===== src/hw/app_pkg.sv =====
package app_pkg;

   // Register bus geometry. Printed word indices are not byte addresses, so byte address = index * 4.
   localparam int unsigned ADDR_W = 14;
   localparam logic [11:0] IDX_OPTIONS = 12'h306;
   localparam logic [11:0] IDX_FILTER_ONE = 12'h307;
   localparam logic [11:0] IDX_RATE_TWO = 12'h308;
   localparam logic [ADDR_W-1:0] ADDR_OPTIONS = {IDX_OPTIONS, 2'b00};
   localparam logic [ADDR_W-1:0] ADDR_FILTER_ONE = {IDX_FILTER_ONE, 2'b00};
   localparam logic [ADDR_W-1:0] ADDR_RATE_TWO = {IDX_RATE_TWO, 2'b00};
   localparam logic [ADDR_W-1:0] ADDR_CTRL = 14'h0000;
   localparam logic [ADDR_W-1:0] ADDR_STATUS = 14'h0004;
   localparam logic [ADDR_W-1:0] ADDR_WORK_ZERO = 14'h0008;
   localparam logic [ADDR_W-1:0] ADDR_WORK_RATE = 14'h000C;
   localparam logic [ADDR_W-1:0] ADDR_MIN_MAX = 14'h0010;
   localparam logic [ADDR_W-1:0] ADDR_CLAMP = 14'h0014;
   localparam logic [ADDR_W-1:0] ADDR_GAIN = 14'h0018;
   localparam logic [ADDR_W-1:0] ADDR_SEG_OFFSET = 14'h001C;
   localparam logic [ADDR_W-1:0] ADDR_ANGLE = 14'h0020;
   localparam logic [ADDR_W-1:0] ADDR_WORK_FILTER = 14'h0024;
   localparam logic [ADDR_W-1:0] ADDR_SEG_BASE = 14'h0040;
   localparam logic [ADDR_W-1:0] ADDR_SEG_MASK = 14'h3FC0;
   localparam logic [15:0] EXT_CMD_RATE = 16'hFFD0;

   // Options word field positions.
   localparam int unsigned BIT_HALF_TURN = 23;
   localparam int unsigned BIT_REF_PICK = 22;
   localparam int unsigned BIT_COEFF_BYPASS = 21;
   localparam int unsigned BIT_SHORT_STROKE = 20;
   localparam int unsigned BIT_RESERVED = 19;
   localparam int unsigned BIT_INVERT = 18;
   localparam int unsigned BIT_POST_SENSE = 17;
   localparam int unsigned BIT_SEG_EN = 16;
   localparam int unsigned BIT_HARM_EN = 15;
   localparam int unsigned BIT_PRE_SENSE = 14;
   localparam int unsigned BIT_SMOOTH_EN = 12;
   localparam int unsigned ZERO_MSB = 11;
   localparam int unsigned OPT_LSB = 12;

   // Filter and rate word fields.
   localparam int unsigned SCRATCH_MSB = 23;
   localparam int unsigned SCRATCH_LSB = 20;
   localparam int unsigned THR_MSB = 19;
   localparam int unsigned THR_LSB = 16;
   localparam int unsigned COEFF_MSB = 15;
   localparam int unsigned RATE_MSB = 23;
   localparam int unsigned RATE_LSB = 21;
   localparam int unsigned BIT_SELFTEST_DIS = 20;

   // Reset values of the stored words.
   localparam logic [23:0] OPTIONS_RST = 24'h000000;
   localparam logic [23:0] FILTER_ONE_RST = 24'h0000AA;
   localparam logic [23:0] RATE_TWO_RST = 24'h000156;
   localparam logic [11:0] GAIN_RST = 12'h100;

   // Angle arithmetic.
   localparam logic [15:0] HALF_TURN = 16'h8000;
   localparam int unsigned GAIN_FRAC = 8;
   localparam int unsigned COEFF_FRAC = 15;
   localparam int unsigned SEG_IDX_MSB = 15;
   localparam int unsigned SEG_IDX_LSB = 12;
   localparam int unsigned AVG_MAX_LOG = 7;

   // Timing.
   localparam int unsigned CLK_PERIOD_NS = 100;
   localparam int unsigned SELFTEST_US = 100;
   localparam int unsigned SELFTEST_CYC = (SELFTEST_US * 1000) / CLK_PERIOD_NS;

   localparam logic [1:0] RESP_OKAY = 2'h0;
   localparam logic [1:0] RESP_SLVERR = 2'h2;

   typedef enum logic [1:0] {APP_INIT_COPY, APP_INIT_SELFTEST, APP_INIT_RUN} app_init_t;
   typedef enum logic [2:0] {APP_P_IDLE, APP_P_FILT, APP_P_SEG, APP_P_POST, APP_P_FIN} app_step_t;

endpackage : app_pkg


===== src/hw/app_seg_mem.sv =====
`timescale 1ns/1ps
`default_nettype none

// Segment coefficient table, one signed word per 22.5 degree segment.
module app_seg_mem
(
   // Clock.
   input wire logic core_clk_i,
   input wire logic ce_i,
   // Write port.
   input wire logic wr_en_i,
   input wire logic [3:0] wr_addr_i,
   input wire logic [15:0] wr_data_i,
   // Read port.
   input wire logic rd_en_i,
   input wire logic [3:0] rd_addr_i,
   output logic [15:0] rd_data_o
);

   logic [15:0] mem [0:15];

   always_ff @(posedge core_clk_i)
   begin
      if (ce_i && wr_en_i)
      begin
         mem[wr_addr_i] <= wr_data_i;
      end
      if (ce_i && rd_en_i)
      begin
         rd_data_o <= mem[rd_addr_i];
      end
   end

endmodule : app_seg_mem

`default_nettype wire


===== src/hw/app_angle_post.sv =====
`timescale 1ns/1ps
`default_nettype none

// How it works
// - A set half-turn bit adds 180 degrees to the final angle, wrapping, last.
// - Reference pick chooses segment index from external encoder (0) or own angle (1).
// - Coefficient bypass applies only the segment offset, not the segment coefficients.
// - Short stroke enables min, max, clamp high, clamp low and gain processing.
// - Invert outputs high clamp minus calculated angle.
// - Post-linearization turn sense 1 makes counterclockwise increase the angle.
// - Segmented linearization runs only while its enable is set.
// - Harmonic linearization runs only while its enable is set.
// - Pre-linearization turn sense 1 makes counterclockwise increase the angle.
// - Smoothing enable filters the input angle before linearization with the coefficients.
// - Zero reference offset is subtracted from the angle after linearization.
// - Init loads stored 12-bit offset into working bits 15:4, bits 3:0 zero.
// - Average 2 to the n samples, n being the output averaging rate.
// - Working averaging rate stays readable and writable after initialization.
// - The 4-bit user scratch field is plain storage without effect.
// - Init loads the filter reset threshold into the working filter error field.
// - Init loads both filter numerator coefficients into their working fields.
// - Unless disabled, a 100 us memory self-test delays first angle data.
module app_angle_post
(
   // Clock, reset and enable.
   input wire logic core_clk_i,
   input wire logic rst_b_i,
   input wire logic ce_i,
   // Angle stream from the front end, same clock.
   input wire logic angle_valid_i,
   input wire logic [15:0] angle_i,
   input wire logic [15:0] ext_encoder_angle_i,
   input wire logic [15:0] harmonic_corr_i,
   // Processed angle.
   output logic angle_valid_o,
   output logic [15:0] angle_o,
   output logic init_done_o,
   // AXI4-Lite write channels.
   input wire logic awvalid_i,
   output logic awready_o,
   input wire logic [app_pkg::ADDR_W-1:0] awaddr_i,
   input wire logic wvalid_i,
   output logic wready_o,
   input wire logic [31:0] wdata_i,
   input wire logic [3:0] wstrb_i,
   output logic bvalid_o,
   input wire logic bready_i,
   output logic [1:0] bresp_o,
   // AXI4-Lite read channels.
   input wire logic arvalid_i,
   output logic arready_o,
   input wire logic [app_pkg::ADDR_W-1:0] araddr_i,
   output logic rvalid_o,
   input wire logic rready_i,
   output logic [31:0] rdata_o,
   output logic [1:0] rresp_o
);

   // Stored words and tuning registers.
   logic [23:0] options_ff;
   logic [23:0] filter_one_ff;
   logic [23:0] rate_two_ff;
   logic [15:0] min_ff, max_ff, clamp_lo_ff, clamp_hi_ff, seg_offset_ff;
   logic [11:0] gain_ff;
   // Working fields.
   logic [23:app_pkg::OPT_LSB] work_opts_ff;
   logic [15:0] work_zero_ff;
   logic [2:0] work_rate_ff;
   logic [3:0] work_thr_ff;
   logic [15:0] work_c1_ff, work_c2_ff;
   // Bus state.
   logic aw_hold_ff, w_hold_ff;
   logic [app_pkg::ADDR_W-1:0] waddr_ff;
   logic [31:0] wdata_ff;
   logic [3:0] wstrb_ff;
   // Sequencing.
   app_pkg::app_init_t init_ff;
   app_pkg::app_step_t step_ff;
   logic [9:0] bist_cnt_ff;
   logic init_req_ff;
   logic [15:0] work_a_ff, filt_y_ff, seg_ref_ff;
   logic [22:0] acc_ff;
   logic [6:0] avg_cnt_ff;

   localparam int unsigned OPT_LSB_W = app_pkg::OPT_LSB;
   localparam logic [9:0] BIST_LAST = 10'(app_pkg::SELFTEST_CYC - 1);

   // Write decode.
   wire wr_go = aw_hold_ff && w_hold_ff && !bvalid_o;
   wire [31:0] wmask = {{8{wstrb_ff[3]}}, {8{wstrb_ff[2]}}, {8{wstrb_ff[1]}}, {8{wstrb_ff[0]}}};
   wire hit_opt = (waddr_ff == app_pkg::ADDR_OPTIONS);
   wire hit_f1 = (waddr_ff == app_pkg::ADDR_FILTER_ONE);
   wire hit_r2 = (waddr_ff == app_pkg::ADDR_RATE_TWO);
   wire hit_ctrl = (waddr_ff == app_pkg::ADDR_CTRL);
   wire hit_zero = (waddr_ff == app_pkg::ADDR_WORK_ZERO);
   wire hit_rate = (waddr_ff == app_pkg::ADDR_WORK_RATE);
   wire hit_mm = (waddr_ff == app_pkg::ADDR_MIN_MAX);
   wire hit_cl = (waddr_ff == app_pkg::ADDR_CLAMP);
   wire hit_gain = (waddr_ff == app_pkg::ADDR_GAIN);
   wire hit_soff = (waddr_ff == app_pkg::ADDR_SEG_OFFSET);
   wire hit_seg = ((waddr_ff & app_pkg::ADDR_SEG_MASK) == app_pkg::ADDR_SEG_BASE);
   wire hit_ro = (waddr_ff == app_pkg::ADDR_STATUS) || (waddr_ff == app_pkg::ADDR_ANGLE)
      || (waddr_ff == app_pkg::ADDR_WORK_FILTER);
   wire wr_ok = hit_opt || hit_f1 || hit_r2 || hit_ctrl || hit_zero || hit_rate || hit_mm
      || hit_cl || hit_gain || hit_soff || hit_seg || hit_ro;
   wire [31:0] merge_opt = ({8'h00, options_ff} & ~wmask) | (wdata_ff & wmask);
   wire [31:0] merge_f1 = ({8'h00, filter_one_ff} & ~wmask) | (wdata_ff & wmask);
   wire [31:0] merge_r2 = ({8'h00, rate_two_ff} & ~wmask) | (wdata_ff & wmask);
   wire [31:0] merge_mm = ({max_ff, min_ff} & ~wmask) | (wdata_ff & wmask);
   wire [31:0] merge_cl = ({clamp_hi_ff, clamp_lo_ff} & ~wmask) | (wdata_ff & wmask);
   wire [31:0] merge_lo = ({16'h0000, seg_offset_ff} & ~wmask) | (wdata_ff & wmask);
   wire [31:0] merge_gn = ({20'h00000, gain_ff} & ~wmask) | (wdata_ff & wmask);
   wire [31:0] merge_zr = ({16'h0000, work_zero_ff} & ~wmask) | (wdata_ff & wmask);
   wire [31:0] merge_rt = ({29'h00000000, work_rate_ff} & ~wmask) | (wdata_ff & wmask);
   wire do_copy = (init_ff == app_pkg::APP_INIT_COPY);
   wire running = (init_ff == app_pkg::APP_INIT_RUN);

   // Read decode.
   wire [31:0] status_word = {28'h0000000, step_ff == app_pkg::APP_P_IDLE, running, 2'(init_ff)};
   wire [31:0] rd_mux =
      (araddr_i == app_pkg::ADDR_OPTIONS) ? {8'h00, options_ff} :
      (araddr_i == app_pkg::ADDR_FILTER_ONE) ? {8'h00, filter_one_ff} :
      (araddr_i == app_pkg::ADDR_RATE_TWO) ? {8'h00, rate_two_ff} :
      (araddr_i == app_pkg::ADDR_STATUS) ? status_word :
      (araddr_i == app_pkg::ADDR_WORK_ZERO) ? {16'h0000, work_zero_ff} :
      (araddr_i == app_pkg::ADDR_WORK_RATE) ? {29'h00000000, work_rate_ff} :
      (araddr_i == app_pkg::ADDR_MIN_MAX) ? {max_ff, min_ff} :
      (araddr_i == app_pkg::ADDR_CLAMP) ? {clamp_hi_ff, clamp_lo_ff} :
      (araddr_i == app_pkg::ADDR_GAIN) ? {20'h00000, gain_ff} :
      (araddr_i == app_pkg::ADDR_SEG_OFFSET) ? {16'h0000, seg_offset_ff} :
      (araddr_i == app_pkg::ADDR_ANGLE) ? {16'h0000, angle_o} :
      (araddr_i == app_pkg::ADDR_WORK_FILTER) ? {work_c2_ff[11:0], work_thr_ff, work_c1_ff} :
      32'h00000000;
   wire rd_ok = ((araddr_i <= app_pkg::ADDR_WORK_FILTER) && (araddr_i[1:0] == 2'b00))
      || (araddr_i == app_pkg::ADDR_OPTIONS) || (araddr_i == app_pkg::ADDR_FILTER_ONE)
      || (araddr_i == app_pkg::ADDR_RATE_TWO)
      || ((araddr_i & app_pkg::ADDR_SEG_MASK) == app_pkg::ADDR_SEG_BASE);

   // Write address and data are accepted in either order, then answered together.
   always_ff @(posedge core_clk_i or negedge rst_b_i)
   begin
      if (!rst_b_i)
      begin
         aw_hold_ff <= 1'b0;
         w_hold_ff <= 1'b0;
         waddr_ff <= '0;
         wdata_ff <= 32'h00000000;
         wstrb_ff <= 4'h0;
         bvalid_o <= 1'b0;
         bresp_o <= app_pkg::RESP_OKAY;
      end
      else if (ce_i)
      begin
         if (awvalid_i && awready_o)
         begin
            aw_hold_ff <= 1'b1;
            waddr_ff <= awaddr_i;
         end
         if (wvalid_i && wready_o)
         begin
            w_hold_ff <= 1'b1;
            wdata_ff <= wdata_i;
            wstrb_ff <= wstrb_i;
         end
         if (wr_go)
         begin
            aw_hold_ff <= 1'b0;
            w_hold_ff <= 1'b0;
            bvalid_o <= 1'b1;
            bresp_o <= wr_ok ? app_pkg::RESP_OKAY : app_pkg::RESP_SLVERR;
         end
         else if (bvalid_o && bready_i)
         begin
            bvalid_o <= 1'b0;
         end
      end
   end

   always_ff @(posedge core_clk_i or negedge rst_b_i)
   begin
      if (!rst_b_i)
      begin
         awready_o <= 1'b1;
         wready_o <= 1'b1;
      end
      else if (ce_i)
      begin
         awready_o <= !(aw_hold_ff || (awvalid_i && awready_o)) || (bvalid_o && bready_i);
         wready_o <= !(w_hold_ff || (wvalid_i && wready_o)) || (bvalid_o && bready_i);
      end
   end

   // Single read outstanding; answer on the same edge that takes the address.
   always_ff @(posedge core_clk_i or negedge rst_b_i)
   begin
      if (!rst_b_i)
      begin
         arready_o <= 1'b1;
         rvalid_o <= 1'b0;
         rdata_o <= 32'h00000000;
         rresp_o <= app_pkg::RESP_OKAY;
      end
      else if (ce_i)
      begin
         if (arvalid_i && arready_o)
         begin
            arready_o <= 1'b0;
            rvalid_o <= 1'b1;
            rdata_o <= rd_mux;
            rresp_o <= rd_ok ? app_pkg::RESP_OKAY : app_pkg::RESP_SLVERR;
         end
         else if (rvalid_o && rready_i)
         begin
            rvalid_o <= 1'b0;
            arready_o <= 1'b1;
         end
      end
   end

   // Stored words and tuning registers; scratch bits are kept and read back only.
   always_ff @(posedge core_clk_i or negedge rst_b_i)
   begin
      if (!rst_b_i)
      begin
         options_ff <= app_pkg::OPTIONS_RST;
         filter_one_ff <= app_pkg::FILTER_ONE_RST;
         rate_two_ff <= app_pkg::RATE_TWO_RST;
         min_ff <= 16'h0000;
         max_ff <= 16'hFFFF;
         clamp_lo_ff <= 16'h0000;
         clamp_hi_ff <= 16'hFFFF;
         gain_ff <= app_pkg::GAIN_RST;
         seg_offset_ff <= 16'h0000;
      end
      else if (ce_i && wr_go)
      begin
         if (hit_opt) options_ff <= merge_opt[23:0];
         if (hit_f1) filter_one_ff <= merge_f1[23:0];
         if (hit_r2) rate_two_ff <= merge_r2[23:0];
         if (hit_mm) {max_ff, min_ff} <= merge_mm;
         if (hit_cl) {clamp_hi_ff, clamp_lo_ff} <= merge_cl;
         if (hit_gain) gain_ff <= merge_gn[11:0];
         if (hit_soff) seg_offset_ff <= merge_lo[15:0];
      end
   end

   // Working fields: copied at init, then only the working copy steers processing.
   always_ff @(posedge core_clk_i or negedge rst_b_i)
   begin
      if (!rst_b_i)
      begin
         work_opts_ff <= '0;
         work_zero_ff <= 16'h0000;
         work_rate_ff <= 3'h0;
         work_thr_ff <= 4'h0;
         work_c1_ff <= 16'h0000;
         work_c2_ff <= 16'h0000;
      end
      else if (ce_i && do_copy)
      begin
         work_opts_ff <= options_ff[23:OPT_LSB_W];
         work_zero_ff <= {options_ff[app_pkg::ZERO_MSB:0], 4'h0};
         work_rate_ff <= rate_two_ff[app_pkg::RATE_MSB:app_pkg::RATE_LSB];
         work_thr_ff <= filter_one_ff[app_pkg::THR_MSB:app_pkg::THR_LSB];
         work_c1_ff <= filter_one_ff[app_pkg::COEFF_MSB:0];
         work_c2_ff <= rate_two_ff[app_pkg::COEFF_MSB:0];
      end
      else if (ce_i && wr_go)
      begin
         if (hit_zero) work_zero_ff <= merge_zr[15:0];
         if (hit_rate) work_rate_ff <= merge_rt[2:0];
      end
   end

   // Init: copy, optional memory self-test, then run. A control write with bit 0 set restarts it from run.
   always_ff @(posedge core_clk_i or negedge rst_b_i)
   begin
      if (!rst_b_i)
      begin
         init_ff <= app_pkg::APP_INIT_COPY;
         bist_cnt_ff <= 10'h000;
         init_req_ff <= 1'b0;
         init_done_o <= 1'b0;
      end
      else if (ce_i)
      begin
         init_req_ff <= wr_go && hit_ctrl && wdata_ff[0] && wstrb_ff[0];
         init_done_o <= running && !init_req_ff;
         unique case (init_ff)
            app_pkg::APP_INIT_COPY:
            begin
               bist_cnt_ff <= 10'h000;
               init_ff <= rate_two_ff[app_pkg::BIT_SELFTEST_DIS] ? app_pkg::APP_INIT_RUN
                  : app_pkg::APP_INIT_SELFTEST;
            end
            app_pkg::APP_INIT_SELFTEST:
            begin
               bist_cnt_ff <= bist_cnt_ff + 10'h001;
               if (bist_cnt_ff == BIST_LAST) init_ff <= app_pkg::APP_INIT_RUN;
            end
            app_pkg::APP_INIT_RUN:
            begin
               if (init_req_ff) init_ff <= app_pkg::APP_INIT_COPY;
            end
            default:
            begin
               init_ff <= app_pkg::APP_INIT_COPY;
            end
         endcase
      end
   end

   // Segment coefficient table.
   logic [15:0] seg_coeff;
   wire seg_wr = ce_i && wr_go && hit_seg;
   wire seg_rd = (step_ff == app_pkg::APP_P_FILT);

   app_seg_mem u_seg_mem
   (
      .core_clk_i(core_clk_i),
      .ce_i(ce_i),
      .wr_en_i(seg_wr),
      .wr_addr_i(waddr_ff[5:2]),
      .wr_data_i(wdata_ff[15:0]),
      .rd_en_i(seg_rd),
      .rd_addr_i(seg_ref_ff[app_pkg::SEG_IDX_MSB:app_pkg::SEG_IDX_LSB]),
      .rd_data_o(seg_coeff)
   );

   // Datapath terms for each step.
   wire opt_half = work_opts_ff[app_pkg::BIT_HALF_TURN];
   wire opt_pick = work_opts_ff[app_pkg::BIT_REF_PICK];
   wire opt_byp = work_opts_ff[app_pkg::BIT_COEFF_BYPASS];
   wire opt_ss = work_opts_ff[app_pkg::BIT_SHORT_STROKE];
   wire opt_inv = work_opts_ff[app_pkg::BIT_INVERT];
   wire opt_post = work_opts_ff[app_pkg::BIT_POST_SENSE];
   wire opt_seg = work_opts_ff[app_pkg::BIT_SEG_EN];
   wire opt_harm = work_opts_ff[app_pkg::BIT_HARM_EN];
   wire opt_pre = work_opts_ff[app_pkg::BIT_PRE_SENSE];
   wire opt_smooth = work_opts_ff[app_pkg::BIT_SMOOTH_EN];

   wire [15:0] pre_angle = opt_pre ? 16'(-angle_i) : angle_i;
   wire signed [33:0] filt_sum = 34'($signed({1'b0, work_a_ff}) * $signed(work_c1_ff))
      + 34'($signed({1'b0, filt_y_ff}) * $signed(work_c2_ff));
   wire [16:0] filt_err = {1'b0, work_a_ff} - {1'b0, filt_y_ff};
   wire [15:0] filt_mag = filt_err[16] ? 16'(-filt_err) : filt_err[15:0];
   wire filt_jump = filt_mag > {work_thr_ff, 12'h000};
   wire [15:0] filt_out = filt_jump ? work_a_ff : filt_sum[app_pkg::COEFF_FRAC+15:app_pkg::COEFF_FRAC];
   wire [15:0] seg_add = opt_byp ? 16'h0000 : seg_coeff;
   wire [15:0] seg_out = opt_seg ? 16'(work_a_ff + seg_add + seg_offset_ff) : work_a_ff;
   wire [15:0] lin_out = opt_harm ? 16'(seg_out + harmonic_corr_i) : seg_out;
   wire [15:0] post_angle = opt_post ? 16'(-work_a_ff) : work_a_ff;
   wire [15:0] ss_lim = (post_angle < min_ff) ? min_ff : ((post_angle > max_ff) ? max_ff : post_angle);
   wire [27:0] ss_prod = {12'h000, 16'(ss_lim - min_ff)} * {16'h0000, gain_ff};
   wire [19:0] ss_scaled = ss_prod[app_pkg::GAIN_FRAC+19:app_pkg::GAIN_FRAC];
   wire [15:0] ss_out = (ss_scaled < {4'h0, clamp_lo_ff}) ? clamp_lo_ff
      : ((ss_scaled > {4'h0, clamp_hi_ff}) ? clamp_hi_ff : ss_scaled[15:0]);
   wire [15:0] inv_out = opt_inv ? 16'(clamp_hi_ff - work_a_ff) : work_a_ff;
   wire [15:0] fin_val = 16'(inv_out - work_zero_ff);
   wire [22:0] acc_sum = acc_ff + {7'h00, fin_val};
   wire [6:0] avg_last = 7'((8'h01 << work_rate_ff) - 8'h01);
   wire [15:0] avg_val = 16'(acc_sum >> work_rate_ff);

   // One sample walks idle, filter, segment, post, finish.
   always_ff @(posedge core_clk_i or negedge rst_b_i)
   begin
      if (!rst_b_i)
      begin
         step_ff <= app_pkg::APP_P_IDLE;
         work_a_ff <= 16'h0000;
         filt_y_ff <= 16'h0000;
         seg_ref_ff <= 16'h0000;
      end
      else if (ce_i)
      begin
         unique case (step_ff)
            app_pkg::APP_P_IDLE:
            begin
               if (running && angle_valid_i)
               begin
                  work_a_ff <= pre_angle;
                  seg_ref_ff <= opt_pick ? pre_angle : ext_encoder_angle_i;
                  step_ff <= app_pkg::APP_P_FILT;
               end
            end
            app_pkg::APP_P_FILT:
            begin
               work_a_ff <= opt_smooth ? filt_out : work_a_ff;
               filt_y_ff <= opt_smooth ? filt_out : work_a_ff;
               step_ff <= app_pkg::APP_P_SEG;
            end
            app_pkg::APP_P_SEG:
            begin
               work_a_ff <= lin_out;
               step_ff <= app_pkg::APP_P_POST;
            end
            app_pkg::APP_P_POST:
            begin
               work_a_ff <= opt_ss ? ss_out : post_angle;
               step_ff <= app_pkg::APP_P_FIN;
            end
            app_pkg::APP_P_FIN:
            begin
               step_ff <= app_pkg::APP_P_IDLE;
            end
            default:
            begin
               step_ff <= app_pkg::APP_P_IDLE;
            end
         endcase
      end
   end

   // Averaging and the final half-turn rotation.
   always_ff @(posedge core_clk_i or negedge rst_b_i)
   begin
      if (!rst_b_i)
      begin
         acc_ff <= 23'h000000;
         avg_cnt_ff <= 7'h00;
         angle_valid_o <= 1'b0;
         angle_o <= 16'h0000;
      end
      else if (ce_i)
      begin
         angle_valid_o <= 1'b0;
         if (!running)
         begin
            acc_ff <= 23'h000000;
            avg_cnt_ff <= 7'h00;
         end
         else if (step_ff == app_pkg::APP_P_FIN)
         begin
            if (avg_cnt_ff >= avg_last)
            begin
               acc_ff <= 23'h000000;
               avg_cnt_ff <= 7'h00;
               angle_valid_o <= 1'b1;
               angle_o <= opt_half ? 16'(avg_val + app_pkg::HALF_TURN) : avg_val;
            end
            else
            begin
               acc_ff <= acc_sum;
               avg_cnt_ff <= avg_cnt_ff + 7'h01;
            end
         end
      end
   end

endmodule : app_angle_post

`default_nettype wire


===== config.mk =====
export PLATFORM = sky130hd
export DESIGN_NAME = app_angle_post
export DESIGN_NICKNAME = d
export VERILOG_FILES = /design/src/hw/app_pkg.sv /design/src/hw/app_seg_mem.sv /design/src/hw/app_angle_post.sv
export SDC_FILE = /design/constraint.sdc
export NUM_CORES = 2
export LEC_CHECK = 0
export BUFFER_PORTS_ARGS = -buffer_cell sky130_fd_sc_hd__buf_4
export CORE_MARGIN = 2
export CORE_UTILIZATION = 60
export CTS_CLUSTER_DIAMETER = 50
export DETAILED_ROUTE_END_ITERATION = 16
export GPL_ROUTABILITY_DRIVEN = 0
export PLACE_DENSITY = 0.77
export SYNTH_ARGS = -nofsm -noshare
export SYNTH_HDL_FRONTEND = slang
export SYNTH_HIERARCHICAL = 1
export SYNTH_SLANG_ARGS = --single-unit

===== constraint.sdc =====
create_clock -name core_clk_i -period 32.3 [get_ports core_clk_i]
set_input_delay 3.23 -clock core_clk_i [delete_from_list [all_inputs] [get_ports core_clk_i]]
set_output_delay 3.23 -clock core_clk_i [all_outputs]
set_load 0.01 [all_outputs]

Word level (Yosys, flattened, before mapping)
Memory sizes are Yosys's and may differ from the RTL's. A register that Yosys moved wholly into a read port is not among the register bits.
Cells that the tools add are included.
- memories kept: 1
- output and inout port bits: 59
- register bits: 436
- input bits: 121
- memory bits (writable): 256
- memory list (memory ; words ; width ; rd ports ; clocked after memory_dff ; write ports ; RTL line ; text):
    u_seg_mem.mem ; 16 ; 16 ; 1 ; 1 ; 1 ; app_seg_mem.sv:20 ; logic [15:0] mem [0:15];
- reduce and logical (&&, ||, !) cells: 81
- eq/ne operators: 37
- $lt $le $gt $ge: 7
- $add $sub $neg: 16
- multipliers: 3
- bitwise logic cells: 20
- shift operators: 2
- multiplexer cells: 66
- operators by type and width (cell ; number):
    2-to-1 mux 32 bit ; 12
    2-to-1 mux 16 bit ; 20
    == test 14 x 5 -> 1 bit, second input constant ; 8
    AND 32 bit ; 3
    == test 14 x 12 -> 1 bit, second input constant ; 6
    AND 24 bit ; 3
    OR 24 bit ; 3
    2-to-1 mux 23 bit ; 3
    OR 32 bit ; 2
    case mux 16 bit (4 select lines) ; 1
    multiplier 17 x 16 -> 31 bit ; 2
    == test 14 x 4 -> 1 bit, second input constant ; 4
    == test 14 x 6 -> 1 bit, second input constant ; 4
    adder 16 bit ; 3
    negator 16 bit ; 3
    subtractor 16 bit ; 3
    AND reduction 2 bit ; 21
    AND 16 bit ; 2
    > comparator 16 bit ; 2
    NOT 32 bit ; 1
    OR 16 bit ; 2
    adder 31 bit ; 1
    == test 14 x 3 -> 1 bit, second input constant ; 2
    multiplier 16 x 12 -> 28 bit ; 1
    other kinds (43) ; 120

Depth between registers and ports, before layout
- depth after elaboration: 13
- depth in mapped cells: 60
- mapped depth without buffers: 55

By module
The synthesis kept the hierarchy.
- by module, submodules not included (module ; times used ; sequential area each (µm²) ; cells an instance ; area each (µm²)):
    app_angle_post ; 1 ; 10566.4 ; 5715 ; 51565.7
    app_seg_mem ; 1 ; 8167.8 ; 434 ; 10259.8

Worst setup path after synthesis
Ideal clock, no wire load.
- kind: flip-flop to flip-flop
- start point: reg work_a_ff[3]
- end point: reg work_a_ff[10]
- buffers on the path: 4
- required time: 32.169 ns
- arrival time: 12.203 ns
- clock period less this slack: 12.334 ns
- setup slack: 19.966 ns
- stages on the path, launching flop included: 58
- cells stage by stage: dfrtp_1 or3_1 nor2_1 nand3_1 o31ai_1 xnor2_1 ha_1 nand4_1 or2_2 nor4_1 a31o_2 clkbuf_1 mux2i_1 nor2_1 a21oi_1 ha_1 inv_1 fa_1 [... 22 more ...] nor2_1 nand2_1 o31ai_4 nor2_1 o21ai_0 xnor2_1 ha_1 a21o_1 a21o_1 a211oi_1 a31oi_1 o21ai_0 nand2_1 nor3_4 buf_4 mux2_2 o221ai_1 o21ai_0
- longest elaborated chain between the ends: 12
- elaborated cells on any way between the ends: 27
- classes of those cells: 8 x add/sub; 2 x mul; 5 x order compare; 12 x mux
- ends and longest elaborated chain (what ; RTL line ; text):
    start, declared ; app_angle_post.sv:81 ; logic [15:0] work_a_ff, filt_y_ff, seg_ref_ff;
    start signal, assigned ; app_angle_post.sv:381 ; work_a_ff <= pre_angle;
    start signal, assigned ; app_angle_post.sv:388 ; work_a_ff <= opt_smooth ? filt_out : work_a_ff;
    start signal, assigned ; app_angle_post.sv:394 ; work_a_ff <= lin_out;
    negator 16 bit ; app_angle_post.sv:352 ; wire [15:0] post_angle = opt_post ? 16'(-work_a_ff) : work_a_ff;
    2-to-1 mux 16 bit ; app_angle_post.sv:352 ;
    > comparator 16 bit ; app_angle_post.sv:353 ; wire [15:0] ss_lim = (post_angle < min_ff) ? min_ff : ((post_angle > max_ff) ? max_ff : post_angle);
    2-to-1 mux 16 bit (2 in series) ; app_angle_post.sv:353 ;
    subtractor 16 bit ; app_angle_post.sv:354 ; wire [27:0] ss_prod = {12'h000, 16'(ss_lim - min_ff)} * {16'h0000, gain_ff};
    multiplier 16 x 12 -> 28 bit ; app_angle_post.sv:354 ;
    > comparator 20 x 16 -> 1 bit ; app_angle_post.sv:357 ; : ((ss_scaled > {4'h0, clamp_hi_ff}) ? clamp_hi_ff : ss_scaled[15:0]);
    2-to-1 mux 16 bit ; app_angle_post.sv:357 ;
    2-to-1 mux 16 bit ; app_angle_post.sv:356 ; wire [15:0] ss_out = (ss_scaled < {4'h0, clamp_lo_ff}) ? clamp_lo_ff
    2-to-1 mux 16 bit ; app_angle_post.sv:399 ; work_a_ff <= opt_ss ? ss_out : post_angle;
    case mux 16 bit (4 select lines) * ; app_angle_post.sv:376 ; unique case (step_ff)
Every way passes the cells marked *; elsewhere a longest branch is shown, timed or not.
A chain may end at the register's enable or synchronous reset.

Worst setup path in the final report
- start point: reg work_a_ff[3]
- end point: reg work_a_ff[1]
Same word-level chain as after synthesis.

==> run summary <==
The flow ran to the end, and the final reports show no timing, DRC or antenna violations. TritonCTS built the clock tree. The tools report the number of cells upsized or downsized after cts as 0. The net load switching power is 1.89 mW, and the detailed-route DRC error count is 0. The global routing met1 resource utilization is 0.463, and the worst setup timing slack at the placement stage is 17160 ps.

The worst-margin pin slew is 1300 ps. The die is 325 um wide. The met3 layer usage reported by global route is 0.0926. Total global routing overflow: 0.

The tightest hold margin is 480 ps. The die covers 0.106 mm^2. Portion of the clock cycle consumed by the worst path in the final layout: 0.492. For the number of buffers inserted for hold repair after clock tree synthesis, the log shows 0. The average instance area after synthesis is 10.1 um^2, and the register area is 0.0187 mm^2. The floorplan has 117 rows. The tools report the largest buffer count on any clock path as 3. Final setup skew: 30.5 ps. Worst-case headroom to the max-slew limit: 0.127.

The dominant synthesized flop cell was dfrtp_1. In the final layout, the multi-input gates occupy 0.0387 mm^2. For the total via count after detailed routing, the log shows 48100. Critical path's slowest cell: xor2_1.

The largest area contributor in the netlist was fa_1. Input and output buffers added on the ports amount to 165. The detailed-router iteration count before antenna repair is 7, and the sequential share of power is 0.316. The number of vias per cell was 6.32. The share of synthesized registers carrying an async set or reset works out to 0.607.

After clock tree synthesis, the clock-pin slew on the worst setup and hold paths is 60 ps. The iteration-0 DRC count of the detailed router was 5515. The highest achievable clock rate came out at 63.0 MHz.

The clock net in this run drives a total of 692 sinks. The logs give 289000 um for the wire length of the first global-routing pass and 0.358 for the combined global-route utilization of all metal layers. For the number of setup violations in the final report, the log shows 0. Once routing completed, OpenROAD measured the worst setup slack at 16420 ps. The total half-perimeter wirelength after legalization and detailed placement is 141000 um, and the post-layout instance area is 0.0668 mm^2. 180 I/O pins were placed. The later pin in the worst-skew pair is clocked with a latency of 660 ps.

CTS built an H-tree with a depth of 3. Synthesis produced 6149 cells. Summed over all layers, the routed wires come to 188000 um. In the final routed layout, each cell accounts on average for 24.6 um.

Clock tree synthesis inserted a total of 72 buffers. In the final design database the tool counted 7362 nets. The proportion of layout cells with a drive suffix above 1 works out to 0.124. The critical path is of the reg -> reg type.

Counting I/O delays and the setup requirement, the final critical path takes 15880 ps. The number of enable-type register cells in the synthesized netlist came out at 272. The post-synthesis sequential area ratio is 0.303, and the largest driver fanout on the critical path is 24.

The worst hold path belongs to the class reg -> reg. After synthesis, the cell types taking the most area are fa_1 (20%), dfrtp_1 (15%), edfxtp_1 (13%), ha_1 (9.2%), nand2_1 (5.5%). The max-capacitance violation count is 0, and the signal arrival time at the worst endpoint is 16470 ps. The switching share of power is 0.458. The floorplan core area is 0.102 mm^2, and the remaining number of nets flagged by the antenna check after routing is 0. For the via count of the first global-routing pass, the log shows 49500. Relative to the synthesized area, the layout overhead comes to 8.13%. The initial antenna violation count came out at 8.

Adding up every negative setup slack in the final design gives 0 ps. The analysis attributes to cell leakage a power of 30.5 nW. For the initial standard-cell utilization of the core, the log shows 0.606.

After synthesis, the netlist uses 108 different library cells. VDD sags by at most 0.109 mV. The die boundary height was 325 um.

The flip-flop and latch count after synthesis was 692. In this run the most used layer during global routing was met2. For this run, the number of Yosys warnings is 6. After clock tree synthesis, the setup repair step added 0 buffers. The part of the total power dissipated in combinational logic came out at 0.473. On the worst path, the slowest cell contributes a delay of 910 ps. Dividing total power by cell area gives a power density of 61.8 mW/mm^2. Critical path endpoint category: a flop. The most numerous cell type found on the critical path is fa_1. Entering global routing, the biggest net connects 137 pins. Setup repair after global routing left no endpoint under its margin. The clock network power share is 0.211. For the fraction of met2 tracks used by global routing, the log shows 0.554. The count of pins over their slew limit was 0; the area share of the largest cell type after synthesis was 0.195. The clock root buffer is clkbuf_16. At the worst endpoint, the required time is 32890 ps.

The tools report the post-detailed-placement cell area as 0.0644 mm^2. The cell area after synthesis came out at 0.0618 mm^2. The run gives 7862 as the filler cell count in the final layout. The final-report hold violation count was 0. Cell internal power was estimated by the tool at 2.24 mW. STA classifies the critical path startpoint as a flop.
area by class of cell:
type                       instances  area share
multi-input combinational       4286       0.579
sequential                       692       0.280
inverter                         874      0.0491
clock buffer                     102      0.0304
timing repair buffer             257      0.0290
tap                             1368      0.0256
clock inverter                    31     0.00674
antenna                            2   0.0000749
layout by cell type (no fill, tap or decap), types with 101 or more instances in the layout:
cell	instances
fa_1	603
edfxtp_1	272
buf_4	256
inv_1	871
and2_1	261
a21oi_1	169
mux2_2	232
dfrtp_1	373
o21ai_0	243
ha_1	455
nand2_1	901
nor2_1	202
xnor2_1	101
Yosys cell counts (all sizes together), types with 45 or more instances:
cell type / number
a22oi: 66
a21o: 56
nand3: 72
ha: 455
fa: 603
inv: 872
xor2: 57
mux2: 232
nand2: 901
edfxtp: 272
and2: 261
o21ai: 245
dfstp: 45
mux2i: 63
nor2: 211
a21oi: 171
xnor2: 101
nor3: 57
clkbuf: 259
dfrtp: 375
mux4: 66
nor2b: 60
path summary, 6_finish.rpt:
check / startpoint / to / slack, ps / depth (start not counted)
setup / recovery: work_a_ff[3] / work_a_ff[1] / 16420 / 51
hold / removal: rdata_o[18] / rdata_o[18] / 480 / 2
setup reg to reg: work_a_ff[3] / work_a_ff[1] / 16420 / 51
hold reg to reg: rdata_o[18] / rdata_o[18] / 480 / 2
max in group asynchronous: rst_b_i / work_a_ff[7] / 27440 / 3
min in group asynchronous: rst_b_i / rvalid_o / 2700 / 1
critical path, delay by kind of cell (launching register included):
kind            cells  cell delay (ps)
compound gates     16             4300
fa+ha+maj          10             4200
simple gates       15             3860
xor+xnor            3             1900
mux                 2              660
buf+inv             5              480
flops               1              370
metal layers:
| layer | wire length [um] | up-vias |
|---|---|---|
| met4 | 11900 | 8 |
| met1 | 68700 | 24000 |
| met3 | 23000 | 662 |
| met2 | 83900 | 2809 |
| met5 | 52 | - |
| li1 | - | 20700 |
stage by stage:
step	power [mW]	utilization	instances
2_1_floorplan	2.47	-	6150
3_3_place_gp	3.13	0.631	7477
3_5_place_dp	3.19	0.631	7477
4_1_cts	4.07	0.655	7610
5_1_grt	4.30	0.655	7610
6_report	4.13	0.655	7612
power by group through the flow:
stage	combinational, mW	clock (mW)	sequential (mW)
5_1_grt	2.08	0.906	1.31
2_1_floorplan	1.31	0	1.16
4_1_cts	1.90	0.875	1.29
3_3_place_gp	1.83	0	1.30
6_report	1.95	0.873	1.31
3_5_place_dp	1.88	0	1.31
logic make-up (layout without fill, tap and decap cells):
family,count (synthesis),in the layout,share of synthesized area
adder cells (fa/ha/maj),1058,1058,0.287
flip-flops,692,692,0.303
buffers and inverters,1172,1264,0.0730
multiplexers,361,361,0.0771
AND/OR/NAND/NOR,1770,1770,0.134
other,1,4,0.0000607
AO/OA/AOI/OAI,936,936,0.102
XOR/XNOR,159,159,0.0228
(Power assumes the default switching activity.)
